<file path="src/verilog/cpdc_defs.svh">
// Timing counts and reset values for the power-down controller.
// Assumes inclusion by the controller only.
`ifndef CPDC_DEFS_SVH
`define CPDC_DEFS_SVH
`define CPDC_SYNC_STAGES 2
`define CPDC_RST_ACTIVE  1'b0
`define CPDC_IRQ_EN_RST  1'b1
`endif

</file>
<file path="src/verilog/cpdc_pkg.sv">
// Types shared by the power-down controller files.
// Assumes nothing of its surroundings.
`default_nettype none
package cpdc_pkg;
    // Power-down cause states
    typedef enum logic [1:0] {
        CPDC_RUN,
        CPDC_HALT_DOWN,
        CPDC_HOLD_DOWN
    } cpdc_state_t;
endpackage
`default_nettype wire

</file>
<file path="src/verilog/cpdc_sync.sv">
// Two-flop synchroniser for a vector of pin inputs.
// Assumes asynchronous pins and one clock.
`default_nettype none
module cpdc_sync #(
    parameter int WIDTH = 6
) (
    input  wire logic             clk,
    input  wire logic             srst,
    input  wire logic [WIDTH-1:0] pin_in,
    output var  logic [WIDTH-1:0] pin_sync
);
    // Both stages held in one struct
    typedef struct packed {
        logic [WIDTH-1:0] meta;
        logic [WIDTH-1:0] sync;
    } cpdc_sync_st_t;
    cpdc_sync_st_t st_r;  // Registered stages
    cpdc_sync_st_t st_nxt;  // Next stages

    // Shift pins through the two stages
    always_comb begin
        st_nxt.meta = pin_in;
        st_nxt.sync = st_r.meta;
    end

    // Register stages, clearing on reset
    always_ff @(posedge clk) begin
        if (srst) begin
            st_r <= '0;
        end else begin
            st_r <= st_nxt;
        end
    end

    assign pin_sync = st_r.sync;
endmodule
`default_nettype wire

</file>
<file path="src/verilog/cpdc_ctrl.sv">
// Power-down mode controller for an 8-bit processor core.
// Assumes pins arrive asynchronously; halt_exec is a core pulse on clk.
`include "cpdc_defs.svh"
`default_nettype none
module cpdc_ctrl (
    input  wire logic                 clk,
    input  wire logic                 srst,
    input  wire logic                 halt_exec,
    input  wire logic                 hold_request,
    input  wire logic                 nmi_irq,
    input  wire logic                 vectored_irq_high,
    input  wire logic                 vectored_irq_mid,
    input  wire logic                 vectored_irq_low,
    input  wire logic                 general_irq_request,
    output var  logic                 power_down,
    output var  logic                 bus_hold,
    output var  logic                 hold_ack,
    output var  logic                 irq_service_en,
    output var  logic                 wake_pulse,
    output var  cpdc_pkg::cpdc_state_t pd_state
);
    import cpdc_pkg::*;

    // Whole state of the controller
    typedef struct packed {
        cpdc_state_t state;
        logic        power_down;
        logic        bus_hold;
        logic        hold_ack;
        logic        irq_en;
        logic        wake;
    } cpdc_st_t;
    cpdc_st_t   st_r;  // Registered state
    cpdc_st_t   st_nxt;  // Next state
    logic [5:0] pins_s;  // Synchronised pins
    logic       hold_s;  // Synchronised hold request
    logic       irq_any;  // Any wake-capable interrupt

    // Bring pins into the clock domain
    cpdc_sync #(
        .WIDTH (6)
    ) u_sync (
        .clk      (clk),
        .srst     (srst),
        .pin_in   ({hold_request, nmi_irq, vectored_irq_high, vectored_irq_mid,
                    vectored_irq_low, general_irq_request}),
        .pin_sync (pins_s)
    );

    // Wake-capable interrupt set
    function automatic logic irq_wake(input logic [4:0] p);
        irq_wake = |p;
    endfunction

    assign hold_s  = pins_s[5];
    assign irq_any = irq_wake(pins_s[4:0]);

    // Latency seen from the pins and the core:
    //   halt_exec is sampled directly, so the halt entry shows one
    //   cycle after the pulse.
    //   A pin change needs the two synchroniser stages, so an exit or a
    //   hold entry shows on the third edge after the pin moves.
    // Priority when both causes meet in run:
    //   the halt pulse wins, since the core has already stopped fetching.
    //   If hold is still up after a halt wake, hold power-down follows on
    //   the next edge, after a single run cycle that carries the wake pulse.
    // Hazard: interrupts are levels, so a source left high while running
    //   is ignored but would wake a later halt at once.
    // Wake pulse marks every exit except reset; reset is silent so that
    //   nothing downstream counts a reset as a wake.

    // Next-state logic
    always_comb begin
        st_nxt      = st_r;
        st_nxt.wake = 1'b0;
        unique case (st_r.state)
            CPDC_RUN: begin
                if (halt_exec) begin
                    st_nxt.state = CPDC_HALT_DOWN;
                end else if (hold_s) begin
                    st_nxt.state = CPDC_HOLD_DOWN;
                end
            end
            CPDC_HALT_DOWN: begin
                // Hold pin has no effect here
                if (irq_any) begin
                    st_nxt.state = CPDC_RUN;
                    st_nxt.wake  = 1'b1;
                end
            end
            CPDC_HOLD_DOWN: begin
                // Interrupts ignored; master drops hold to leave
                if (!hold_s) begin
                    st_nxt.state = CPDC_RUN;
                    st_nxt.wake  = 1'b1;
                end
            end
        endcase
        st_nxt.power_down = (st_nxt.state != CPDC_RUN);
        st_nxt.bus_hold   = (st_nxt.state != CPDC_RUN);
        st_nxt.hold_ack   = (st_nxt.state == CPDC_HOLD_DOWN);
        st_nxt.irq_en     = (st_nxt.state != CPDC_HOLD_DOWN);
    end

    // State register; reset leaves either power-down
    always_ff @(posedge clk) begin
        if (srst) begin
            // Reset leaves either power-down without a wake pulse
            st_r        <= '0;
            st_r.state  <= CPDC_RUN;
            st_r.irq_en <= `CPDC_IRQ_EN_RST;
        end else begin
            st_r <= st_nxt;
        end
    end

    assign power_down     = st_r.power_down;
    assign bus_hold       = st_r.bus_hold;
    assign hold_ack       = st_r.hold_ack;
    assign irq_service_en = st_r.irq_en;
    assign wake_pulse     = st_r.wake;
    assign pd_state       = st_r.state;

    // Halt enters power-down next cycle
    a_halt_entry: assert property (@(posedge clk) disable iff (srst)
        (pd_state == CPDC_RUN && halt_exec) |=> (power_down && bus_hold))
        else $error("halt did not enter power-down");

    // Halt power-down survives hold changes without interrupts
    a_halt_hold_ignored: assert property (@(posedge clk) disable iff (srst)
        (pd_state == CPDC_HALT_DOWN && !irq_any) |=> (pd_state == CPDC_HALT_DOWN))
        else $error("halt power-down left without interrupt");

    // Hold request from run enters hold power-down
    a_hold_entry: assert property (@(posedge clk) disable iff (srst)
        (pd_state == CPDC_RUN && !halt_exec && hold_s) |=> (pd_state == CPDC_HOLD_DOWN))
        else $error("hold did not enter power-down");

    // Interrupt releases halt power-down with a wake pulse
    a_halt_release: assert property (@(posedge clk) disable iff (srst)
        (pd_state == CPDC_HALT_DOWN && irq_any) |=> (!power_down && wake_pulse))
        else $error("interrupt did not release halt");

    // Hold power-down ends only on hold release
    a_hold_release: assert property (@(posedge clk) disable iff (srst)
        (pd_state == CPDC_HOLD_DOWN) |=> (power_down == $past(hold_s)))
        else $error("hold power-down exit wrong");

    // Interrupt service off throughout hold power-down
    a_hold_no_irq: assert property (@(posedge clk) disable iff (srst)
        hold_ack |-> !irq_service_en)
        else $error("interrupt service enabled in hold");

    // Each wake source alone releases halt
    a_wake_sources: assert property (@(posedge clk) disable iff (srst)
        (pd_state == CPDC_HALT_DOWN && $onehot(pins_s[4:0])) |=> !power_down)
        else $error("single wake source ignored");

    // Dropped hold leaves hold power-down in one cycle
    a_hold_drop: assert property (@(posedge clk) disable iff (srst)
        (pd_state == CPDC_HOLD_DOWN && !hold_s) |=> (pd_state == CPDC_RUN) ##1 !wake_pulse)
        else $error("hold drop not honoured");

    // Sync reset returns to run with service enabled
    a_reset_state: assert property (@(posedge clk)
        srst |=> (pd_state == CPDC_RUN && !power_down && irq_service_en && !wake_pulse))
        else $error("reset did not return to run");

    // Bus hold follows power-down in both causes
    a_bus_hold_pd: assert property (@(posedge clk) disable iff (srst)
        bus_hold == power_down)
        else $error("bus hold differs from power-down");

    // Hold acknowledge only in hold power-down
    a_hold_ack_state: assert property (@(posedge clk) disable iff (srst)
        hold_ack == (pd_state == CPDC_HOLD_DOWN))
        else $error("hold acknowledge in wrong state");

    // Interrupts do not end hold power-down
    a_hold_irq_ignored: assert property (@(posedge clk) disable iff (srst)
        (pd_state == CPDC_HOLD_DOWN && hold_s) |=> (pd_state == CPDC_HOLD_DOWN))
        else $error("hold power-down left while hold high");

    // Halt wins over hold in the same run cycle
    a_halt_priority: assert property (@(posedge clk) disable iff (srst)
        (pd_state == CPDC_RUN && halt_exec && hold_s) |=> (pd_state == CPDC_HALT_DOWN))
        else $error("halt lost to hold");

    // Wake pulse lasts one cycle
    a_wake_one_cycle: assert property (@(posedge clk) disable iff (srst)
        wake_pulse |=> !wake_pulse)
        else $error("wake pulse too long");

    // Idle run stays in run with no wake
    a_run_idle: assert property (@(posedge clk) disable iff (srst)
        (pd_state == CPDC_RUN && !halt_exec && !hold_s) |=> (pd_state == CPDC_RUN && !wake_pulse))
        else $error("run left without cause");

    // Halt power-down keeps interrupt service on
    a_halt_irq_en: assert property (@(posedge clk) disable iff (srst)
        (pd_state == CPDC_HALT_DOWN) |-> irq_service_en)
        else $error("interrupt service off in halt");

    // Halt holds the bus without a hold acknowledge
    a_halt_no_ack: assert property (@(posedge clk) disable iff (srst)
        (pd_state == CPDC_HALT_DOWN) |-> (!hold_ack && bus_hold))
        else $error("halt bus hold wrong");

    // A wake rises only out of power-down
    a_wake_after_down: assert property (@(posedge clk) disable iff (srst)
        $rose(wake_pulse) |-> $past(power_down))
        else $error("wake without power-down");

    // A wake coincides with run
    a_wake_in_run: assert property (@(posedge clk) disable iff (srst)
        wake_pulse |-> (!power_down && pd_state == CPDC_RUN))
        else $error("wake outside run");
endmodule
`default_nettype wire

</file>
<file path="config.mk">
export PLATFORM = sky130hd
export DESIGN_NAME = cpdc_ctrl
export DESIGN_NICKNAME = d
export VERILOG_FILES = /design/src/verilog/cpdc_pkg.sv /design/src/verilog/cpdc_sync.sv /design/src/verilog/cpdc_ctrl.sv
export VERILOG_INCLUDE_DIRS = /design/src /design/src/verilog
export SDC_FILE = /design/constraint.sdc
export NUM_CORES = 1
export LEC_CHECK = 0
export ABC_CLOCK_PERIOD_IN_PS = 3300
export BUFFER_PORTS_ARGS = -buffer_cell sky130_fd_sc_hd__buf_4
export CORE_AREA = 2 2 39 41
export DETAILED_ROUTE_END_ITERATION = 16
export DIE_AREA = 0 0 41 43
export GPL_ROUTABILITY_DRIVEN = 0
export MAX_ROUTING_LAYER = met4
export PLACE_DENSITY_LB_ADDON = 0.1
export SYNTH_ARGS = -nofsm -noshare
export SYNTH_HDL_FRONTEND = slang
export SYNTH_SLANG_ARGS = --single-unit
</file>
<file path="constraint.sdc">
create_clock -name clk -period 3.3 [get_ports clk]
set_clock_uncertainty 0.2 [all_clocks]
set_input_delay 0.165 -clock clk [delete_from_list [all_inputs] [get_ports clk]]
set_output_delay 0.165 -clock clk [all_outputs]
set_load 0.005 [all_outputs]
</file>
## Word-level counts from Yosys, hierarchy flattened

Index checks and enable logic that the tools add are counted.

- Bits in registers: 18
- Latch bits: 0
- Memory bits (writable): 0
- Bits in read-only memories: 0
- Output and inout port bits: 7
- Word-level logic and storage cells: 22
- Memories kept: 0

- Add/subtract/negate cells: 0
- Multiply operators: 0
- Div/mod/pow operators: 0
- $lt $le $gt $ge: 0
- Equality and inequality tests: 4
- Shifts and indexed selects: 0
- Mux-type cells: 8
- Bitwise operators: 0
- Reductions and logical operators: 3

Operators with widths:

| cell | count |
|---|---|
| $mux W2 | 4 |
| $pmux W2 S3 | 1 |
| $reduce_or A5 Y1 | 1 |
| $eq A2 B2 Y1 const B | 2 |
| $eq A2 B1 Y1 const B | 1 |
| $logic_not A2 Y1 | 1 |
| $mux W1 | 2 |
| $ne A2 B2 Y1 const B | 1 |
| $pmux W1 S2 | 1 |
| $reduce_bool A2 Y1 | 1 |

## Logic depth before layout (Yosys ltp)

Gate-level depths: netlist of run 1.

- Depth in word-level cells: 4
- Gate-level depth with buffers: 7

## Hierarchy

Synthesis of run 1 repeated with hierarchy kept, for this count alone.

- Cells, all modules: 64
- Area total of the unflattened synthesis: 728.2 um^2

By module, submodules not included:

| module | instances | cells an instance | area an instance (um^2) | sequential area each (um^2) |
|---|---|---|---|---|
| cpdc_sync | 1 | 25 | 366.6 | 240.2 |
| cpdc_ctrl | 1 | 39 | 361.6 | 120.1 |

## Worst setup path before layout of run 1

No wires, ideal clock.

- Path type: register -> register
- Start: register st_r (netlist bit pd_state[0])
- End: register st_r (netlist bit pd_state[0])
- Data arrival time: 1.431 ns
- Path slack: 1.553 ns
- Cell stages (with the launch flop): 8
- Path buffers: 1
- Clock period less this slack: 1.747 ns
- Cells stage by stage: dfxtp_1 -> inv_1 -> ha_1 -> buf_6 -> and3b_2 -> o21ai_1 -> a21oi_1 -> a41o_1

- Longest elaborated chain between the ends: 3
- Elaborated cells between the ends (all ways): 8

RTL lines:

| item | RTL line | text |
|---|---|---|
| from (decl) | cpdc_ctrl.sv:33 | `cpdc_st_t st_r;` |
| from (signal assigned) | cpdc_ctrl.sv:113 | `st_r <= st_nxt;` |
| $mux W2 | cpdc_ctrl.sv:80 | `end else if (hold_s) begin` |
| $mux W2 | cpdc_ctrl.sv:78 | `if (halt_exec) begin` |
| $pmux W2 S3 (*) | cpdc_ctrl.sv:76 | `unique case (st_r.state)` |

Mark *: on every way between the ends. The rest lies on a longest branch, timed or not.
A chain may end at the register's enable or synchronous reset.

## Final worst setup path of run 1

Same ends and word-level chain as after synthesis.

==> flow_summary_export.csv, run 1 <==
group,metric,value,unit
run_status,outcome,"finished, final reports clean",
place,place_area,787,um^2
timing,tightestPinTransition,357,ps
final_layout,fin_nets,106,
timing,period_needed,1930,ps
drt,ant_nets,0,
worst_setup_path,critPathKind,"register to register",
flow_run,cap_violations,0,
synthesis,async_flop_share,0,
timing,fmax,519,MHz
grt,grt_pass1_wl,2080,um
worst_setup_path,cp-end-kind,"register",
drt,avgRoutedWirePerCell,11.6,um
clock_network,ctsHoldBuffers,13,
clock_network,htree_levels,1,
drt,totalWireLength,1280,um
grt,grt_overflow_total,0,
power_and_ir_drop,power_density,441,nW/um^2
floorplanning,dieArea,1760,um^2
synthesis,syn-num-nets,76,
floorplanning,core,1380,um^2
clock_network,clkTransAtPathRegs,100,ps
synthesis,syn_inst,65,
floorplanning,initial_core_util,0.489,
power_and_ir_drop,p_leak,0.000430,uW
final_layout,area_growth,40.9,%
clock_network,worst_skew_pair.late_latency,290,ps
synthesis,synth_top_area_frac,0.532,
synthesis,yosys.area_share.xor_xnor,0,
floorplanning,rows,14,
drt,route.vias.total,531,
worst_setup_path,cp_data_arrival_time,1920,ps
timing,hold_viol,0,
clock_network,cts-root-buf,"clkbuf_4",
synthesis,synth.distinct_cells,27,
synthesis,syn_area,677,um^2
worst_hold_path,hold_path.class,"input pin to register",
floorplanning,die_h,43,um
floorplanning,pin_count,16,
synthesis,synthTopCellsByArea,"dfxtp_1, nor2b_1, ha_1",
grt,grt_max_degree,16,
synthesis,ys.warnings.count,0,
timing,tns,0,ps
floorplanning,die_w,41,um
place,hpwl,784,um
clock_network,tritoncts,"built",
synthesis,yosysTopAreaCell,"dfxtp_1",
synthesis,yosys.area_share.simple,0.238,
synthesis,seq_area_frac_synth,0.532,
grt,grt_use_total,0.186,
timing,setup_viol,0,
synthesis,yosysMostFrequentCell,"dfxtp_1",
grt,grt_pass1_vias,506,
synthesis,synth_seq_cells,18,
synthesis,synthAdderAreaFrac,0.0370,
timing,maxSlewHeadroom,0.762,
clock_network,cts.sinks,18,
synthesis,synth_top_family_by_area,"simple AND/OR/NAND/NOR gates",
clock_network,clk_path_buf_depth,2,
power_and_ir_drop,peakVddDrop,0.397,mV
synthesis,synth_edf_count,0,
drt,drc_errors,0,
drt,viasPerCell,4.83,
worst_setup_path,worstPathRequired,3290,ps
drt,drt_iter0_drc,5,
timing,hold_ws,43.2,ps
timing,min_period_over_period,0.584,
synthesis,synth.area.mux_share,0,
clock_network,cts_buffers,3,
final_layout,num_antenna_cells,0,
power_and_ir_drop,report.power.total,421,uW
synthesis,synth.avg_cell_area,10.4,um^2
synthesis,yosys_most_used_dff,"dfxtp_1",
worst_setup_path,path_max_fanout,9,
drt,drt_pass1_iterations,4,
clock_network,ctsResizeCount,0,
final_layout,fin_util,0.689,
worst_setup_path,start_kind,"register",
timing,timing_max_transition_violations_final,0,
final_layout,drive_gt1_frac,0.245,
clock_network,post-cts-setup-buffers,0,
timing,rsz0062_at_grt,"false",
final_layout,fin_area,953,um^2
grt,antenna_found_initial,0,
place,io_buffers,15,
synthesis,synth_common_cells,"dfxtp_1, nor2b_1, inv_1",
synthesis,synth-compound-area-share,0.137,
[power by group]
part           switching (uW)  internal (uW)
Clock                    62.4           67.2
Sequential               5.52            227
Combinational            23.6           35.0
Total                    91.5            329
[routing by layer]
layer,share of wire,global-route usage,vias up
met2,0.54,0.300,9
met4,0.0063,0.100,0
met5,0,-,-
li1,-,-,273
met3,0.028,0.0471,2
met1,0.42,0.196,247
[registers in the layout (all words and copies together) (netlist names)]
register	cells
u_sync.pin_sync	6
u_sync.st_nxt	6
pd_state	2
bus_hold	1
hold_ack	1
irq_service_en	1
wake_pulse	1
[stage by stage]
step	std cells	setup slack, ps
floorplan	65	1550
global placement	93	1440
detailed placement	93	1380
CTS	110	1370
global route	110	1270
finish	110	1370
[cells in the final DEF, fill, tap and decap left out, types with 2 or more instances in the layout]
master         count
dlygate4sd3_1     13
nand2_1            3
o22ai_1            2
nor2b_1           14
ha_1               2
dfxtp_1           18
clkbuf_4           3
o21ai_0            2
inv_1              4
buf_4             15
[critical path, cell delays in order (launching register included)]
cell and delay (ps):
dfxtp_1 440, inv_1 70, ha_1 420, and3b_2 230, o21ai_1 160, a21oi_1 110
a41o_1 200
[logic make-up after synthesis]
logic type / count (synthesis)
buffers and inverters: 7
adder cells (fa/ha/maj): 2
AO/OA/AOI/OAI: 13
AND/OR/NAND/NOR: 25
flip-flops: 18
[worst paths after layout]
| check | start | end | slack, ps | depth (start not counted) |
|---|---|---|---|---|
| worst max-delay path | pd_state[0]$_SDFF_PP0_ | pd_state[0]$_SDFF_PP0_ | 1370 | 6 |
| worst min-delay path | halt_exec | pd_state[1]$_SDFF_PP0_ | 40 | 3 |
| worst max register to register | pd_state[0]$_SDFF_PP0_ | pd_state[0]$_SDFF_PP0_ | 1370 | 6 |
| worst min register to register | u_sync.st_nxt[0]$_SDFF_PP0_ | u_sync.pin_sync[0]$_SDFF_PP0_ | 250 | 1 |
[area by class of cell]
class | count | area (um^2)
timing repair buffer | 28 | 243
multi-input combinational | 40 | 279
inverter | 4 | 15.0
sequential | 18 | 360
fill | 113 | 430
tap | 16 | 20.0
clock buffer | 4 | 36.3
Power figures use the tool's default switching activity.
==> run 2, diff against run 1 <==
--- a/config.mk
+++ b/config.mk
@@ -6,11 +6,12 @@
 export SDC_FILE = /design/constraint.sdc
 export NUM_CORES = 1
 export LEC_CHECK = 0
-export ABC_CLOCK_PERIOD_IN_PS = 3300
+export ABC_AREA = 1
+export ABC_CLOCK_PERIOD_IN_PS = 1700
 export BUFFER_PORTS_ARGS = -buffer_cell sky130_fd_sc_hd__buf_4
-export CORE_AREA = 2 2 39 41
+export CORE_MARGIN = 1
+export CORE_UTILIZATION = 44
 export DETAILED_ROUTE_END_ITERATION = 16
-export DIE_AREA = 0 0 41 43
 export GPL_ROUTABILITY_DRIVEN = 0
 export MAX_ROUTING_LAYER = met4
 export PLACE_DENSITY_LB_ADDON = 0.1
==> constraint.sdc (replaced) <==
create_clock -name clk -period 1.7 [get_ports clk]
set_clock_uncertainty 0.2 [all_clocks]
set_input_delay 0.085 -clock clk [delete_from_list [all_inputs] [get_ports clk]]
set_output_delay 0.085 -clock clk [all_outputs]
set_load 0.005 [all_outputs]
==> run 2 against run 1 <==
  * Clock power increased by 98%
  * Highest routed layer unchanged
  * Largest cell class unchanged
  * Critical path depth down 1
  * Sequential power increased by 94%
==> flow_summary_export.csv, run 2 <==
group,metric,value,unit
run_status,outcome,"finished, final reports clean",
drt,ant_nets,0,
clock_network,clkTransAtPathRegs,100,ps
drt,viasPerCell,4.25,
grt,grt_pass1_vias,470,
timing,period_needed,1490,ps
timing,maxSlewHeadroom,0.871,
worst_setup_path,rr_endpoint,"irq_service_en$_SDFF_PP1_",
floorplanning,pin_count,16,
final_layout,num_antenna_cells,0,
worst_setup_path,cp_data_arrival_time,1460,ps
worst_setup_path,crit_path_top_delay_cell,"dfxtp_1",
power_and_ir_drop,peakVddDrop,0.838,mV
synthesis,synth_top_area_frac,0.558,
timing,fmax,673,MHz
clock_network,cts.sinks,18,
floorplanning,rows,13,
final_layout,area_growth,45.7,%
worst_setup_path,path_max_fanout,5,
final_layout,final_cell_mix,"inv_1, dfxtp_1, buf_4",
synthesis,syn-num-nets,88,
floorplanning,die_h,40.3,um
final_layout,fillerInstances,117,
worst_setup_path,critPathCapture,"irq_service_en$_SDFF_PP1_",
worst_setup_path,worstPathRequired,1670,ps
timing,rsz0062_at_grt,"false",
synthesis,synth_common_cells,"dfxtp_1, inv_1, nor2_1",
worst_setup_path,path_delay_family,"flip-flops",
timing,hold_ws,207,ps
synthesis,seq_area_frac_synth,0.558,
synthesis,syn_inst,77,
worst_setup_path,r2r_slack,210,ps
drt,totalWireLength,1060,um
clock_network,ctsResizeCount,0,
timing,tightestPinTransition,193,ps
synthesis,synth.distinct_cells,17,
place,hpwl,711,um
final_layout,drive_gt1_frac,0.278,
worst_setup_path,critPathKind,"register to register",
clock_network,htree_levels,1,
synthesis,synth.avg_cell_area,8.38,um^2
drt,drc_errors,0,
flow_run,cap_violations,0,
worst_setup_path,worst-path-buf-inv,1,
power_and_ir_drop,p_leak,0.000483,uW
synthesis,yosys_most_used_dff,"dfxtp_1",
synthesis,ys.warnings.count,0,
synthesis,yosysTopAreaCell,"dfxtp_1",
drt,avgRoutedWirePerCell,8.64,um
worst_hold_path,hold_path.class,"register to register",
timing,min_period_over_period,0.874,
timing,hold_viol,0,
worst_setup_path,startpoint,"pd_state[0]$_SDFF_PP0_",
grt,grt_pass1_wl,1740,um
grt,antenna_found_initial,0,
worst_setup_path,slowest_delay,380,ps
clock_network,cts-root-buf,"clkbuf_4",
worst_setup_path,worstRegToRegCells,5,
worst_setup_path,cp-end-kind,"register",
grt,grt_max_degree,15,
floorplanning,initial_core_util,0.484,
place,place_area,764,um^2
floorplanning,dieArea,1620,um^2
clock_network,cts_buffers,3,
drt,route.vias.total,523,
final_layout,fin_nets,120,
clock_network,clk_path_buf_depth,2,
drt,drt_iter0_drc,5,
timing,timing_max_transition_violations_final,0,
place,io_buffers,15,
drt,drt_pass1_iterations,4,
synthesis,synth_seq_cells,18,
clock_network,worst_skew_pair.late_latency,280,ps
worst_setup_path,start_kind,"register",
grt,grt_use_total,0.170,
synthesis,syn_area,646,um^2
grt,grt_overflow_total,0,
timing,tns,0,ps
power_and_ir_drop,power_density,870,nW/um^2
floorplanning,die_w,40.3,um
worst_setup_path,timing.rr.start,"pd_state[0]$_SDFF_PP0_",
synthesis,synthTopCellsByArea,"dfxtp_1, inv_1, nor2_1",
worst_setup_path,cp_num_cells,5,
final_layout,fin_area,941,um^2
clock_network,tritoncts,"built",
synthesis,async_flop_share,0,
timing,setup_viol,0,
floorplanning,core,1330,um^2
synthesis,synth_edf_count,0,
worst_setup_path,crit_chain,"inv_2 > ha_1 > nand2_1 > a21boi_0 > nand3_1",
## run 2: cell count changes after synthesis, sizes merged, moves of 2 or more
cell,before,now
nand3,0,2
a21oi,2,0
o22ai,2,0
inv,4,20
nand2,4,10
o21ai,3,1
and3b,2,0
nor2,1,17
nor2b,14,0
## run 2: report_power, final
| part | internal, uW | total (uW) | switching, uW | leakage, uW |
|---|---|---|---|---|
| Clock | 130 | 257 | 127 | 0.0000210 |
| Combinational | 63.9 | 111 | 46.8 | 0.000314 |
| Sequential | 442 | 450 | 8.56 | 0.000148 |
| Total | 636 | 818 | 183 | 0.000483 |
## run 2: tightest hold or removal path: cells and delay by family, from the launching register on
family        cells  cell delay, ps
buf+inv           1              40
flops             1             310
simple gates      1              30
## run 2: worst min-delay path by stage
stage,start,endpoint,slack (ps),cells after the start
floorplan,srst,u_sync.st_nxt[3]$_SDFF_PP0_,-40,1
global placement,hold_request,u_sync.st_nxt[5]$_SDFF_PP0_,90,3
detailed placement,vectored_irq_low,u_sync.st_nxt[1]$_SDFF_PP0_,90,3
CTS,u_sync.st_nxt[5]$_SDFF_PP0_,u_sync.pin_sync[5]$_SDFF_PP0_,210,2
global route,u_sync.st_nxt[3]$_SDFF_PP0_,u_sync.pin_sync[3]$_SDFF_PP0_,220,2
finish,u_sync.st_nxt[5]$_SDFF_PP0_,u_sync.pin_sync[5]$_SDFF_PP0_,210,2
## run 2: repair_timing
action                                 4_1_cts  5_1_grt
endpoints found under the hold margin       18        0
hold buffers                                14        0
setup buffers                                0        0
## run 2: metal layers
metal	up-vias	global-route usage	routed length (um)
li1	283	-	-
met1	228	0.187	487
met2	10	0.294	524
met3	2	0.0333	35
met4	0	0.0750	15
met5	-	-	0
## run 2: through the flow
step | cells | worst slack, ps | total power (uW) | util
floorplan | 77 | 299 | 512 | -
global placement | 105 | 251 | 544 | 0.573
detailed placement | 105 | 225 | 546 | 0.573
CTS | 123 | 204 | 831 | 0.705
global route | 123 | 108 | 858 | 0.705
finish | 123 | 214 | 818 | 0.705
## run 2: cell type report
| class | count | area [um^2] | share of cell area |
|---|---|---|---|
| Clock buffer | 4 | 36.3 | 0.0386 |
| Inverter | 20 | 75.1 | 0.0798 |
| Multi-Input combinational cell | 37 | 198 | 0.210 |
| Sequential cell | 18 | 360 | 0.383 |
| Tap cell | 15 | 18.8 | 0.0199 |
| Timing Repair Buffer | 29 | 253 | 0.269 |
## run 2: kinds of logic after synthesis
| group | synth area share |
|---|---|
| buffers and inverters | 0.136 |
| AOI/OAI and AO/OA | 0.0426 |
| DFF | 0.558 |
| and+or+nand+nor | 0.225 |
| adders and majority gates | 0.0388 |
